## src/rtl/stdet_pkg.sv

```systemverilog
// Constants shared by the soft trap detection block.
// Assumes a 16-bit data space and a 50 MHz core clock.
package stdet_pkg;

  localparam logic [15:0] STDET_SP_RESET      = 16'h1000;
  localparam logic [15:0] STDET_SP_FLOOR      = 16'h1000;
  localparam logic [15:0] STDET_STACK_LIMIT_REG_RESET   = 16'h0000;
  localparam logic [2:0]  STDET_LOOP_MAX      = 3'h4;
  localparam logic [2:0]  STDET_LOOP_RESET    = 3'h0;
  localparam logic [4:0]  STDET_SHIFT_MAX     = 5'h10;
  localparam int          STDET_USB_ALIGN_W   = 9;
  localparam logic [3:0]  STDET_PRI_DMA       = 4'hA;
  localparam logic [3:0]  STDET_PRI_MATH      = 4'hB;
  localparam logic [3:0]  STDET_PRI_STACK     = 4'hC;
  localparam logic [3:0]  STDET_PRI_GENERIC   = 4'hD;
  localparam logic [3:0]  STDET_PRI_NONE      = 4'h0;
  localparam logic [3:0]  STDET_PRI_TRAP_BASE = 4'h8;
  localparam int          STDET_ACK_CYCLES    = 2;
  localparam int          STDET_NSRC          = 4;

  typedef enum logic [1:0] {
    STDET_IDLE,
    STDET_SAMPLE,
    STDET_PRESENT
  } stdet_state_t;

endpackage

```

## src/rtl/stdet_top.sv

```systemverilog
// Soft trap detection: stack, math, DMA collision and generic soft traps.
// Assumes core signals arrive on clock_i; the USB table pointer is a pin input.
`timescale 1ns/10ps
`default_nettype none

module stdet_top
  import stdet_pkg::*;
(
  // Clock and reset
  input  wire logic        clock_i,
  input  wire logic        reset_n_i,
  // Stack pointer and limit
  input  wire logic        sp_write_i,
  input  wire logic [15:0] sp_wdata_i,
  input  wire logic        stack_limit_reg_write_i,
  input  wire logic [15:0] stack_limit_reg_wdata_i,
  input  wire logic        stack_ea_valid_i,
  input  wire logic [15:0] stack_ea_i,
  input  wire logic        stack_ea_wrap_i,
  // Accumulator arithmetic
  input  wire logic        acc_a_carry31_i,
  input  wire logic        acc_b_carry31_i,
  input  wire logic        acc_a_carry39_i,
  input  wire logic        acc_b_carry39_i,
  input  wire logic        acc_a_sat31_i,
  input  wire logic        acc_b_sat31_i,
  input  wire logic        acc_a_sat39_i,
  input  wire logic        acc_b_sat39_i,
  input  wire logic        acc_a_overflow_status_i,
  input  wire logic        acc_b_overflow_status_i,
  input  wire logic        divide_valid_i,
  input  wire logic        divide_first_iter_i,
  input  wire logic        divisor_zero_i,
  input  wire logic        accumulator_shift_op_i,
  input  wire logic [5:0]  shift_amount_i,
  // Trap control bits written by software
  input  wire logic        acc_a_ovf_trap_en_i,
  input  wire logic        acc_b_ovf_trap_en_i,
  input  wire logic        catastrophic_ovf_trap_en_i,
  input  wire logic        flag_clear_i,
  input  wire logic [9:0]  flag_clear_mask_i,
  // DMA and USB
  input  wire logic        cpu_write_i,
  input  wire logic [15:0] cpu_waddr_i,
  input  wire logic        dma_write_i,
  input  wire logic [15:0] dma_waddr_i,
  input  wire logic        dma_unimpl_access_i,
  input  wire logic        usb_ptr_unimpl_i,
  // Hardware loops
  input  wire logic        loop_start_i,
  input  wire logic        loop_end_i,
  // Generic soft trap sources
  input  wire logic [15:0] soft_trap_sources_reg_i,
  // CPU priority and acknowledge
  input  wire logic [3:0]  cpu_priority_i,
  input  wire logic        trap_done_i,
  // Stack state
  output var  logic [15:0] stack_pointer_wreg_o,
  output var  logic [15:0] stack_limit_reg_o,
  output var  logic        stack_limit_armed_o,
  // Status flags and loop nesting level
  output var  logic        stack_error_flag_o,
  output var  logic        math_error_flag_o,
  output var  logic        acc_a_ovf_flag_o,
  output var  logic        acc_b_ovf_flag_o,
  output var  logic        acc_a_catastrophic_flag_o,
  output var  logic        acc_b_catastrophic_flag_o,
  output var  logic        divide_zero_flag_o,
  output var  logic        shift_range_error_flag_o,
  output var  logic        dma_collision_error_flag_o,
  output var  logic        usb_address_error_flag_o,
  output var  logic        dma_address_error_flag_o,
  output var  logic        loop_stack_overflow_flag_o,
  output var  logic [2:0]  loop_nest_level_o,
  // Datapath effects
  output var  logic        acc_write_block_o,
  output var  logic        dma_write_discard_o,
  // Trap request
  output var  logic        trap_req_o,
  output var  logic [3:0]  trap_priority_o
);

  // ****************************************************************
  // Input conditioning
  // ****************************************************************

  logic usb_ptr_unimpl_s;

  stdet_sync u_usb_sync
  (
    .clock_i   (clock_i),
    .reset_n_i (reset_n_i),
    .d_i       (usb_ptr_unimpl_i),
    .q_o       (usb_ptr_unimpl_s)
  );

  // ****************************************************************
  // Event detection
  // ****************************************************************

  // Clear mask bit order: stack, math, ovfA, ovfB, catA, catB, div0,
  // shift, dma collision, then usb, dma address and loop overflow all on bit 9.
  logic        stack_ev;
  logic        ovf_a_ev;
  logic        ovf_b_ev;
  logic        cat_a_ev;
  logic        cat_b_ev;
  logic        div0_ev;
  logic        shift_ev;
  logic        math_ev;
  logic        coll_ev;
  logic        loop_ovf_ev;
  logic        math_cause;
  logic [5:0]  shift_mag;
  logic [9:0]  clr;
  logic [15:0] nxt_stack_limit_reg;

  assign stack_ev = (stack_ea_valid_i && stack_ea_wrap_i)
                  || (stack_ea_valid_i && stack_limit_armed_o
                      && (stack_ea_i > stack_limit_reg_o))
                  || (stack_pointer_wreg_o < STDET_SP_FLOOR);
  assign ovf_a_ev = acc_a_carry31_i && !acc_a_sat31_i && acc_a_ovf_trap_en_i;
  assign ovf_b_ev = acc_b_carry31_i && !acc_b_sat31_i && acc_b_ovf_trap_en_i;
  assign cat_a_ev = acc_a_carry39_i && !acc_a_sat31_i && !acc_a_sat39_i
                  && catastrophic_ovf_trap_en_i;
  assign cat_b_ev = acc_b_carry39_i && !acc_b_sat31_i && !acc_b_sat39_i
                  && catastrophic_ovf_trap_en_i;
  assign div0_ev  = divide_valid_i && divide_first_iter_i && divisor_zero_i;
  assign shift_mag = shift_amount_i[5] ? (6'h00 - shift_amount_i) : shift_amount_i;
  assign shift_ev = accumulator_shift_op_i
                  && (shift_mag > {1'b0, STDET_SHIFT_MAX});
  assign math_ev  = ovf_a_ev || ovf_b_ev || cat_a_ev || cat_b_ev
                  || div0_ev || shift_ev;
  assign coll_ev  = cpu_write_i && dma_write_i && (cpu_waddr_i == dma_waddr_i);
  assign loop_ovf_ev = loop_start_i && (loop_nest_level_o == STDET_LOOP_MAX);
  assign math_cause = acc_a_ovf_flag_o || acc_b_ovf_flag_o
                    || acc_a_catastrophic_flag_o || acc_b_catastrophic_flag_o
                    || divide_zero_flag_o || shift_range_error_flag_o
                    || acc_a_overflow_status_i || acc_b_overflow_status_i;
  assign clr = flag_clear_i ? flag_clear_mask_i : 10'h000;
  assign nxt_stack_limit_reg = stack_limit_reg_wdata_i;

  // ****************************************************************
  // Stack pointer, limit and loop level
  // ****************************************************************

  always_ff @(posedge clock_i or negedge reset_n_i)
  begin
    if (!reset_n_i)
    begin
      stack_pointer_wreg_o <= STDET_SP_RESET;
      stack_limit_reg_o    <= STDET_STACK_LIMIT_REG_RESET;
      stack_limit_armed_o  <= 1'b0;
      loop_nest_level_o    <= STDET_LOOP_RESET;
    end
    else
    begin
      if (sp_write_i)
      begin
        stack_pointer_wreg_o <= sp_wdata_i;
      end
      if (stack_limit_reg_write_i)
      begin
        stack_limit_reg_o   <= nxt_stack_limit_reg;
        stack_limit_armed_o <= 1'b1;
      end
      if (loop_start_i && !loop_ovf_ev)
      begin
        loop_nest_level_o <= loop_nest_level_o + 3'h1;
      end
      else if (loop_end_i && (loop_nest_level_o != STDET_LOOP_RESET))
      begin
        loop_nest_level_o <= loop_nest_level_o - 3'h1;
      end
    end
  end

  // ****************************************************************
  // Sticky status flags; a set wins over a clear in the same cycle
  // ****************************************************************

  always_ff @(posedge clock_i or negedge reset_n_i)
  begin
    if (!reset_n_i)
    begin
      stack_error_flag_o         <= 1'b0;
      math_error_flag_o          <= 1'b0;
      acc_a_ovf_flag_o           <= 1'b0;
      acc_b_ovf_flag_o           <= 1'b0;
      acc_a_catastrophic_flag_o  <= 1'b0;
      acc_b_catastrophic_flag_o  <= 1'b0;
      divide_zero_flag_o         <= 1'b0;
      shift_range_error_flag_o   <= 1'b0;
      dma_collision_error_flag_o <= 1'b0;
      usb_address_error_flag_o   <= 1'b0;
      dma_address_error_flag_o   <= 1'b0;
      loop_stack_overflow_flag_o <= 1'b0;
    end
    else
    begin
      stack_error_flag_o <= stack_ev || (stack_error_flag_o && !clr[0]);
      math_error_flag_o  <= math_ev
                         || (math_error_flag_o && !(clr[1] && !math_cause));
      acc_a_ovf_flag_o   <= ovf_a_ev || (acc_a_ovf_flag_o && !clr[2]);
      acc_b_ovf_flag_o   <= ovf_b_ev || (acc_b_ovf_flag_o && !clr[3]);
      acc_a_catastrophic_flag_o <= cat_a_ev || (acc_a_catastrophic_flag_o && !clr[4]);
      acc_b_catastrophic_flag_o <= cat_b_ev || (acc_b_catastrophic_flag_o && !clr[5]);
      divide_zero_flag_o <= div0_ev || (divide_zero_flag_o && !clr[6]);
      shift_range_error_flag_o <= shift_ev || (shift_range_error_flag_o && !clr[7]);
      dma_collision_error_flag_o <= coll_ev
                                 || (dma_collision_error_flag_o && !clr[8]);
      usb_address_error_flag_o <= usb_ptr_unimpl_s
                               || (usb_address_error_flag_o && !clr[9]);
      dma_address_error_flag_o <= dma_unimpl_access_i
                               || (dma_address_error_flag_o && !clr[9]);
      loop_stack_overflow_flag_o <= loop_ovf_ev
                                 || (loop_stack_overflow_flag_o && !clr[9]);
    end
  end

  // ****************************************************************
  // Datapath side effects
  // ****************************************************************

  always_ff @(posedge clock_i or negedge reset_n_i)
  begin
    if (!reset_n_i)
    begin
      acc_write_block_o   <= 1'b0;
      dma_write_discard_o <= 1'b0;
    end
    else
    begin
      acc_write_block_o   <= shift_ev;
      dma_write_discard_o <= coll_ev;
    end
  end

  // ****************************************************************
  // Priority selection and request sequencing
  // ****************************************************************

  logic                   generic_pend;
  logic [STDET_NSRC-1:0]  pend;
  logic [3:0]             best_pri;
  logic [3:0]             pri_tab [STDET_NSRC];
  logic [3:0]             pick [STDET_NSRC+1];
  stdet_state_t           state_ff;
  stdet_state_t           nxt_state;
  logic [3:0]             held_pri_ff;

  assign generic_pend = |soft_trap_sources_reg_i;
  // Soft sources are usb, dma address and loop overflow combined into generic.
  assign pend = {generic_pend || usb_address_error_flag_o
                   || dma_address_error_flag_o || loop_stack_overflow_flag_o,
                 stack_error_flag_o, math_error_flag_o,
                 dma_collision_error_flag_o};
  assign pri_tab[0] = STDET_PRI_DMA;
  assign pri_tab[1] = STDET_PRI_MATH;
  assign pri_tab[2] = STDET_PRI_STACK;
  assign pri_tab[3] = STDET_PRI_GENERIC;
  assign pick[0] = STDET_PRI_NONE;

  // Higher index is higher priority, so later entries override.
  genvar gi;
  generate
    for (gi = 0; gi < STDET_NSRC; gi++)
    begin : g_pri
      assign pick[gi+1] = pend[gi] ? pri_tab[gi] : pick[gi];
    end
  endgenerate

  assign best_pri = pick[STDET_NSRC];

  always_comb
  begin
    nxt_state = state_ff;
    case (state_ff)
      STDET_IDLE:
      begin
        if ((best_pri >= STDET_PRI_TRAP_BASE) && (best_pri > cpu_priority_i))
        begin
          nxt_state = STDET_SAMPLE;
        end
      end
      STDET_SAMPLE:
      begin
        nxt_state = STDET_PRESENT;
      end
      STDET_PRESENT:
      begin
        if (trap_done_i)
        begin
          nxt_state = STDET_IDLE;
        end
      end
      default:
      begin
        nxt_state = STDET_IDLE;
      end
    endcase
  end

  always_ff @(posedge clock_i or negedge reset_n_i)
  begin
    if (!reset_n_i)
    begin
      state_ff        <= STDET_IDLE;
      held_pri_ff     <= STDET_PRI_NONE;
      trap_req_o      <= 1'b0;
      trap_priority_o <= STDET_PRI_NONE;
    end
    else
    begin
      state_ff <= nxt_state;
      if (state_ff == STDET_IDLE)
      begin
        held_pri_ff <= best_pri;
      end
      trap_req_o      <= (nxt_state == STDET_PRESENT);
      trap_priority_o <= (nxt_state == STDET_PRESENT) ? held_pri_ff : STDET_PRI_NONE;
    end
  end

endmodule // stdet_top

`default_nettype wire

```

## src/rtl/stdet_sync.sv

```systemverilog
// Four-flop input conditioner for a pin-level signal: three stages and a registered output.
// Assumes a single clock; output changes once flops two and three agree.
`timescale 1ns/10ps
`default_nettype none

module stdet_sync
(
  // Clock and reset
  input  wire logic clock_i,
  input  wire logic reset_n_i,
  // Data
  input  wire logic d_i,
  output var  logic q_o
);

  logic s1_ff;
  logic s2_ff;
  logic s3_ff;

  always_ff @(posedge clock_i or negedge reset_n_i)
  begin
    if (!reset_n_i)
    begin
      s1_ff <= 1'b0;
      s2_ff <= 1'b0;
      s3_ff <= 1'b0;
      q_o   <= 1'b0;
    end
    else
    begin
      s1_ff <= d_i;
      s2_ff <= s1_ff;
      s3_ff <= s2_ff;
      if (s2_ff == s3_ff)
      begin
        q_o <= s3_ff;
      end
    end
  end

endmodule // stdet_sync

`default_nettype wire

```

## config.mk

```make
export PLATFORM = sky130hd
export DESIGN_NAME = stdet_top
export DESIGN_NICKNAME = d
export VERILOG_FILES = /design/src/rtl/stdet_pkg.sv /design/src/rtl/stdet_top.sv /design/src/rtl/stdet_sync.sv
export SDC_FILE = /design/constraint.sdc
export NUM_CORES = 1
export LEC_CHECK = 0
export ABC_AREA = 1
export BUFFER_PORTS_ARGS = -buffer_cell sky130_fd_sc_hd__buf_2
export CORE_UTILIZATION = 40
export DETAILED_ROUTE_END_ITERATION = 10
export HOLD_SLACK_MARGIN = 0.05
export MAX_ROUTING_LAYER = met4
export PLACE_DENSITY = 0.78
export SLEW_MARGIN = 15
export SYNTH_ARGS = -nofsm -noshare
export SYNTH_HDL_FRONTEND = slang
export SYNTH_SLANG_ARGS = --single-unit
```

## constraint.sdc

```tcl
create_clock -name clock_i -period 2.6 [get_ports clock_i]
set_input_delay 0.39 -clock clock_i [delete_from_list [all_inputs] [get_ports clock_i]]
set_output_delay 0.39 -clock clock_i [all_outputs]
set_load 0.02 [all_outputs]
```

==> impl_metrics.ini, run 1 <==
[run_status]
status = finished clean

[synth]
ys.warnings.count = 0
ys_types = 38
synth_simple_gate_area_share_pct = 23.7
synth_mux_area_share_pct = 4.62
synth_edf_count = 0
yosysSeqAreaShare_pct = 46.6
syn_area_per_cell_sq_um = 8.41
synth-compound-area-share_pct = 7.92
synth_fa_ha_area_share_pct = 8.03
synth_top_family_by_area = simple AND/OR/NAND/NOR gates
netlist_top_cells_area = dfrtp_1 (46%), nand2_1 (11%), ha_1 (7.2%)
yosysTopAreaCell = dfrtp_1
async_flop_share_pct = 100
postSynthCellCount = 415
synth_xor_area_share_pct = 1.50
syn_area_sq_um = 3490
ys.flop_type = dfrtp_1
synth_nets = 583
synth_top_area_share_pct = 45.9
ys_ff_latch = 65

[timing]
slew_violations = 0
fin_crit_ps = 1930
worstMarginPinSlew_ps = 728
setup_tns_ps = 0
slew_headroom_pct = 51.4
rsz0062_at_grt = no
holdWs_ps = 103
period_share_pct = 74.3
fmax_mhz = 518
setup_viol = 0
hold_viol = 0
final.setup_skew_ps = 7.01

[floorplanning]
io_pins = 202
core_area_sq_um = 8340
die_height_um = 95.4
fp-row-count = 33
start_util_pct = 41.9
dieArea_sq_um = 9110
fp.dieW_um = 95.4

[worst_setup_path]
critPathKind = register to register
crit_required_ps = 2820
cp-end-kind = register
worstPathMaxFanout = 3
critPathLaunchType = register
reg2regPathDepth = 12
r2r_slack_ps = 670
worstPathArrival_ps = 2150
worst_r2r_endpoint = state_ff[0]
r2r-start = loop_stack_overflow_flag_o

[final_layout]
design_area_sq_um = 4830
final_cell_mix = buf_2 (201), nand2_1 (101), dfrtp_1 (64)
areaGrowthSynthToFinish_pct = 38.3
final_core_util_pct = 57.9
final_common_cell = buf_2
drive_above_1_share_pct = 39.9
finalNetCount = 790

[route]
first_iter_violations = 97
drc = 0
dr.pass1.iters = 4
drtAntennaViolNets = 0
vias = 3484
drt-vias-per-instance = 4.75
post_drt_wl_per_cell_um = 12.7
wirelength_mm = 9.30

[pwr]
combPwrFrac_pct = 29.6
p_int_mw = 2.00
switching_share_pct = 34.6
p_per_area_nw_per_um2 = 635
seqPwrFrac_pct = 41.9
power_leakage_nw = 2.75
power_switching_mw = 1.06
ir_drop_mv = 0.317
p_clk_share_pct = 28.5

[clock_network]
cts-hold-fix-buffers = 0
ctsResizeCount = 0
post_cts_buffers = 0
clk_latency_ps = 330
clkTransAtPathRegs_ps = 80
cts_root_buffer = clkbuf_8
cts_buffers = 9
cts_tree = yes
cts_buffer_depth = 2
htree_levels = 3
clock-sinks = 65

[placement]
place_congestion = 0.862
hpwl_mm = 7.73
port_buffers = 201
placement.cell_area_sq_um = 4620

[global_routing]
grt_max_degree = 34
first_global_vias = 3392
grt_usage_pct = 21.7
antenna_found_initial = 1
grt_pass1_wl_mm = 14.7
grt_overflow = 0

[min_path]
min_path_type = input pin to async pin

[run]
drv_cap = 0
[power by group through the flow]
| stage | registers (mW) | clock network (mW) | logic [mW] |
|---|---|---|---|
| 3_3_place_gp | 1.29 | 0 | 0.885 |
| 2_1_floorplan | 1.44 | 0 | 0.401 |
| 4_1_cts | 1.28 | 0.904 | 0.922 |
| 5_1_grt | 1.31 | 0.958 | 1.03 |
| 6_report | 1.28 | 0.874 | 0.909 |
| 3_5_place_dp | 1.30 | 0 | 0.917 |
[kinds of logic after synthesis]
group                    after synthesis
AND/OR/NAND/NOR                      187
adder cells (fa/ha/maj)               22
flip-flops                            65
XOR/XNOR                               6
AO/OA/AOI/OAI                         51
multiplexers                          14
buffers and inverters                 70
[metrics by stage]
step                std cells  total power [mW]  setup slack (ps)
global route              733              3.30               495
detailed placement        716              2.22               505
CTS                       732              3.11               665
global placement          716              2.18               583
floorplan                 415              1.84               814
finish                    733              3.07               669
[sequential cells by signal (all words and copies together), names as in the netlist, 2 cells and up]
| signal | flops |
|---|---|
| held_pri_ff | 4 |
| loop_nest_level_o | 3 |
| stack_limit_reg_o | 16 |
| stack_pointer_wreg_o | 16 |
| state_ff | 2 |
| trap_priority_o | 4 |
[metal layers]
layer  wire (um)  GRT usage [%]  up-vias
li1            -              -     1743
met1        3760           24.4     1613
met2        4830           37.5      114
met3         560           4.94       14
met4         143           8.08        0
met5           0              -        -
[worst max-delay path by stage]
stage	from	to	slack, ps
floorplan	dma_address_error_flag_o	state_ff[0]	810
global placement	soft_trap_sources_reg_i[15]	state_ff[0]	580
detailed placement	soft_trap_sources_reg_i[15]	state_ff[0]	500
CTS	loop_stack_overflow_flag_o	state_ff[0]	660
global route	dma_address_error_flag_o	state_ff[0]	490
finish	loop_stack_overflow_flag_o	state_ff[0]	670
[Yosys cell counts (4+ instances only)]
library cell,n
nand3_1,15
mux2_2,13
nand4_1,8
nand2_1,101
dfrtp_1,64
xor2_1,4
inv_1,63
ha_1,20
a21oi_1,10
nor2_1,39
o21ai_0,32
or2_2,8
[final cells by class]
class	count	area [sq um]
Antenna cell	1	2.50
Clock buffer	9	124
Clock inverter	7	80.1
Fill cell	803	3510
Inverter	64	240
Multi-Input combinational cell	280	1600
Sequential cell	65	1630
Tap cell	105	131
Timing Repair Buffer	202	1030
[worst max-delay path, cell delays in order (launching register included)]
cell and delay, ps:
dfrtp_1 380, inv_1 70, nand2_1 80, nor4_4 210, nand3_2 140, nor2_2 150
inv_2 60, nor2_2 70, ha_1 250, a21oi_1 160, o21ai_0 80, o21ai_0 80
nor2_1 70
Power figures use the tool's default switching activity.
==> inputs of run 2 (changes only) <==
Clock period 2.6 ns to 1.95 ns, I/O delays scaled along.
==> impl_metrics.ini, run 2 (same netlist as run 1, synthesis figures left out) <==
[run_status]
status = finished clean

[pwr]
total_power_mw = 4.20
power_leakage_nw = 2.78
p_per_area_nw_per_um2 = 851
ir_drop_mv = 0.413

[placement]
place_congestion = 0.877
place_ws_ps = -51.5
port_buffers = 201
placement.cell_area_sq_um = 4620
placedCellCount = 716
hpwl_mm = 7.43

[final_layout]
top_regs = stack_limit_reg_o (16), stack_pointer_wreg_o (16)
final_cells = 738
final_core_util_pct = 59.2
final_cell_mix = buf_2 (201), nand2_1 (100), dfrtp_1 (64)
drive_above_1_share_pct = 41.1
finalNetCount = 795
areaGrowthSynthToFinish_pct = 41.4
final_common_cell = buf_2
design_area_sq_um = 4940

[worst_setup_path]
reg2regPathDepth = 12
r2r_slack_ps = 140
worst_r2r_endpoint = state_ff[0]
crit_required_ps = 2170
worstPathArrival_ps = 2030
worstPathMaxFanout = 2
cp-end-kind = register
r2r-start = loop_stack_overflow_flag_o
critPathKind = register to register
critPathLaunchType = register

[timing]
rsz0062_at_grt = yes
setup_viol = 0
period_share_pct = 92.6
slew_headroom_pct = 68.8
final.setup_skew_ps = 11.1
setup_tns_ps = 0
slew_violations = 0
setup_ws_ps = 145
holdWs_ps = 80.5
hold_viol = 0
fin_crit_ps = 1810
fmax_mhz = 554
worstMarginPinSlew_ps = 468

[clock_network]
htree_levels = 3
clock-sinks = 65
clk_latency_ps = 330
cts_root_buffer = clkbuf_8
cts_buffer_depth = 2
cts_tree = yes
cts_buffers = 9
clkTransAtPathRegs_ps = 80

[route]
post_drt_wl_per_cell_um = 12.5
dr.pass1.iters = 6
first_iter_violations = 107
drt-vias-per-instance = 4.69
vias = 3461
drc = 0
wirelength_mm = 9.25
drtAntennaViolNets = 0

[global_routing]
grt_max_degree = 66
grt_pass1_wl_mm = 14.5
grt_overflow = 0
antenna_found_initial = 1
grt_usage_pct = 21.4
first_global_vias = 3331

[floorplanning]
fp.dieW_um = 95.4
fp-row-count = 33
dieArea_sq_um = 9110
die_height_um = 95.4
core_area_sq_um = 8340
io_pins = 202
start_util_pct = 41.9

[min_path]
hp-start = usb_ptr_unimpl_i
min_to = u_usb_sync.s1_ff
hold_depth = 1
min_path_type = input pin to register

[run]
drv_cap = 0
-- run 2: cell count changes in the layout (fill, tap and decap cells not counted), sizes merged --
cell         previous run  this run
inv                    65        66
bufinv                  1         2
dlygate4sd3             0         1
buf                   202       206
clkinv                  4         2
-- run 2: area by class of cell --
type                       count  area [sq um]
fill                         759          3400
sequential                    65          1630
clock buffer                   9           124
tap                          105           131
clock inverter                 7           103
multi-input combinational    280          1640
antenna                        1          2.50
timing repair buffer         207          1070
inverter                      64           240
-- run 2: how the worst max path moves through the flow --
stage / depth (start not counted) / slack (ps) / startpoint / endpoint
floorplan: 12 / 160 / dma_address_error_flag_o / state_ff[0]
global placement: 13 / 30 / soft_trap_sources_reg_i[15] / state_ff[0]
finish: 12 / 140 / loop_stack_overflow_flag_o / state_ff[0]
global route: 12 / -10 / dma_address_error_flag_o / state_ff[0]
CTS: 11 / 6 / loop_stack_overflow_flag_o / state_ff[0]
detailed placement: 13 / -50 / soft_trap_sources_reg_i[15] / state_ff[0]
-- run 2: routing by layer --
layer	vias to the layer above	global-route usage, %	part of all wire [%]
li1	1746	-	-
met1	1589	24.3	41
met2	116	37.1	52
met3	10	4.39	5.1
met4	0	7.71	1.5
met5	-	-	0
-- run 2: what timing repair did --
action,CTS,global route
setup endpoints to repair,1,1
hold endpoints to repair,64,0
pin swaps,4,6
gates resized for setup,4,8
hold buffers,1,0
buffers inserted,3,1
-- run 2: where the power goes --
part	total (mW)	internal, mW	switching [mW]	leakage [nW]
sequential	1.71	1.57	0.139	0.774
combinational	1.21	0.500	0.711	1.89
clock	1.28	0.733	0.549	0.110
-- run 2: worst max-delay path: stages, from the launching register on --
cell and delay [ps]:
dfrtp_1 400, inv_2 60, nand2_2 60, nor4_4 200, nand3_2 160, nor2_4 120, inv_2 60, nor2_4 90
ha_4 210, a21oi_2 150, o21ai_1 70, o21ai_1 70, nor2_1 50
==> inputs of run 3 (changes only) <==
Settings changed: ABC_AREA 1 to not set, GPL_TIMING_DRIVEN set to 0, PLACE_DENSITY 0.78 to 0.84.
==> impl_metrics.ini, run 3 <==
[run_status]
status = finished, violations left
violations = negative setup slack

[synth]
syn_area_sq_um = 3220
synth_edf_count = 0
ys.warnings.count = 0
yosysTopAreaCell = dfrtp_1
syn_area_per_cell_sq_um = 10.7
ys_types = 46
synth_nets = 470
synth_top_area_share_pct = 49.7
ys_ff_latch = 65
ys.flop_type = dfrtp_1
async_flop_share_pct = 100
netlist_top_cells_area = dfrtp_1 (50%), ha_1 (7.8%), mux2_1 (6.3%)
yosysMostFrequentCell = dfrtp_1
postSynthCellCount = 302
synth_commonest_cells = dfrtp_1 (64), nand2_1 (36), inv_1 (21)
yosysSeqAreaShare_pct = 50.5

[final_layout]
drive_above_1_share_pct = 44.6
fillCellCount = 682
diodes = 0
multiInputGateArea_sq_um = 1530
final_cells = 624
final_common_cell = buf_2
regArea_sq_um = 1630
top_regs = stack_limit_reg_o (16), stack_pointer_wreg_o (16)
final_cell_mix = buf_2 (199), dfrtp_1 (62), nand2_1 (36)
areaGrowthSynthToFinish_pct = 44.9
finalNetCount = 685
design_area_sq_um = 4670

[timing]
setup_tns_ps = -111
holdWs_ps = 132
slew_headroom_pct = 59.5
period_share_pct = 106
hold_viol = 0
setup_ws_ps = -111
rsz0062_at_grt = yes
fmax_mhz = 485
fin_crit_ps = 2060
worstMarginPinSlew_ps = 599
final.setup_skew_ps = 11.0
slew_violations = 0
setup_viol = 1

[clock_network]
cts_buffer_depth = 2
clock-sinks = 65
cts_root_buffer = clkbuf_8
htree_levels = 3
clk_latency_ps = 330
clkTransAtPathRegs_ps = 80
cts_tree = yes
cts_buffers = 9

[worst_setup_path]
critPathKind = register to register
crit_required_ps = 2140
crit_slowest_cell = dfrtp_2
r2r_slack_ps = -110
path_cells = nor4_2 > nand4_1 > buf_4 > nor4_4 > ha_1 > nor2b_1 > o21a_1 > o21ai_2 > a221oi_2
worstPathMaxFanout = 3
timing.critical_path.buf_inv = 1
r2r-start = dma_address_error_flag_o
worstPathArrival_ps = 2250
path_delay_family = simple AND/OR/NAND/NOR gates
worst_r2r_endpoint = state_ff[0]
critPathLaunchType = register
cp-end-kind = register
slowest_delay_ps = 430
reg2regPathDepth = 9
cp.depth = 9

[placement]
port_buffers = 198
place_ws_ps = -308
placement.cell_area_sq_um = 4370
place_congestion = 0.868
placedCellCount = 603
hpwl_mm = 7.29

[route]
vias = 3153
drtAntennaViolNets = 0
dr.pass1.iters = 6
first_iter_violations = 90
drc = 0
wirelength_mm = 9.17
drt-vias-per-instance = 5.05
post_drt_wl_per_cell_um = 14.7

[min_path]
min_path_type = input pin to register
hp-start = dma_unimpl_access_i
hold_depth = 2
min_to = dma_address_error_flag_o

[pwr]
p_per_area_nw_per_um2 = 873
power_leakage_nw = 2.41
ir_drop_mv = 0.378

[floorplanning]
io_pins = 202
start_util_pct = 41.5
core_area_sq_um = 7770
dieArea_sq_um = 8420
fp-row-count = 32
fp.dieW_um = 91.8
die_height_um = 91.8

[global_routing]
grt_overflow = 0
grt_usage_pct = 22.5
first_global_vias = 3304
antenna_found_initial = 0
grt_pass1_wl_mm = 14.3
grt_max_degree = 46

[run]
drv_cap = 0
[run 3: cell count changes after synthesis, moves of 13 or more]
cell     previous run  this run
inv_1              63        21
mux2_1              0        18
nand2_1           101        36
nand3_1            15         2
nor2_1             39        16
o21ai_0            32         4
o21ai_1             1        18
[run 3: per-stage QoR]
step                      total power [mW]  util [%]
after floorplan                       2.35         -
after global placement                2.77      55.9
after detailed placement              2.84      56.2
after CTS                             4.13      60.1
after global routing                  4.32      60.1
final                                 4.08      60.1
[run 3: metal layers]
layer	vias to the layer above	part of all wire, %	global-route usage [%]
met4	0	2.1	8.46
met1	1504	38	23.4
met5	-	0	-
met2	136	56	41.5
met3	18	4.5	4.81
li1	1495	-	-
[run 3: cells by family (layout without fill, tap and decap cells)]
family	count (synthesis)	count (layout)	share of synthesized area, %
buf+inv	28	248	3.34
mux	21	21	7.34
fa+ha+maj	22	22	8.70
simple gates	94	94	14.7
flops	65	65	50.5
compound gates	56	56	11.1
xor+xnor	16	16	4.35
[run 3: layout make-up]
| type | count | share of cell area, % |
|---|---|---|
| sequential | 65 | 34.9 |
| tap | 102 | 2.73 |
| clock inverter | 7 | 2.01 |
| multi-input combinational | 209 | 32.8 |
| inverter | 21 | 1.69 |
| timing repair buffer | 204 | 22.6 |
| buffer | 7 | 0.616 |
| clock buffer | 9 | 2.65 |
[run 3: how the worst max path moves through the flow]
stage / start / slack (ps) / to
finish: dma_address_error_flag_o / -110 / state_ff[0]
global route: dma_address_error_flag_o / -270 / state_ff[0]
CTS: dma_address_error_flag_o / -130 / state_ff[0]
detailed placement: soft_trap_sources_reg_i[10] / -310 / state_ff[0]
global placement: soft_trap_sources_reg_i[5] / -200 / state_ff[0]
floorplan: dma_address_error_flag_o / 10 / state_ff[0]
[run 3: repair_timing]
item                                    in CTS  in global routing
hold buffers                                 2                  0
endpoints found under the setup margin       1                  1
hold endpoints to repair                    21                  0
pin swaps                                    2                  0
gates resized for setup                      5                  1
setup buffers                                3                  0
cloned                                       0                  0
[run 3: power breakdown]
part	leakage (nW)	switching [mW]	internal [mW]
sequential	0.768	0.155	1.54
combinational	1.53	0.637	0.496
clock	0.106	0.533	0.719
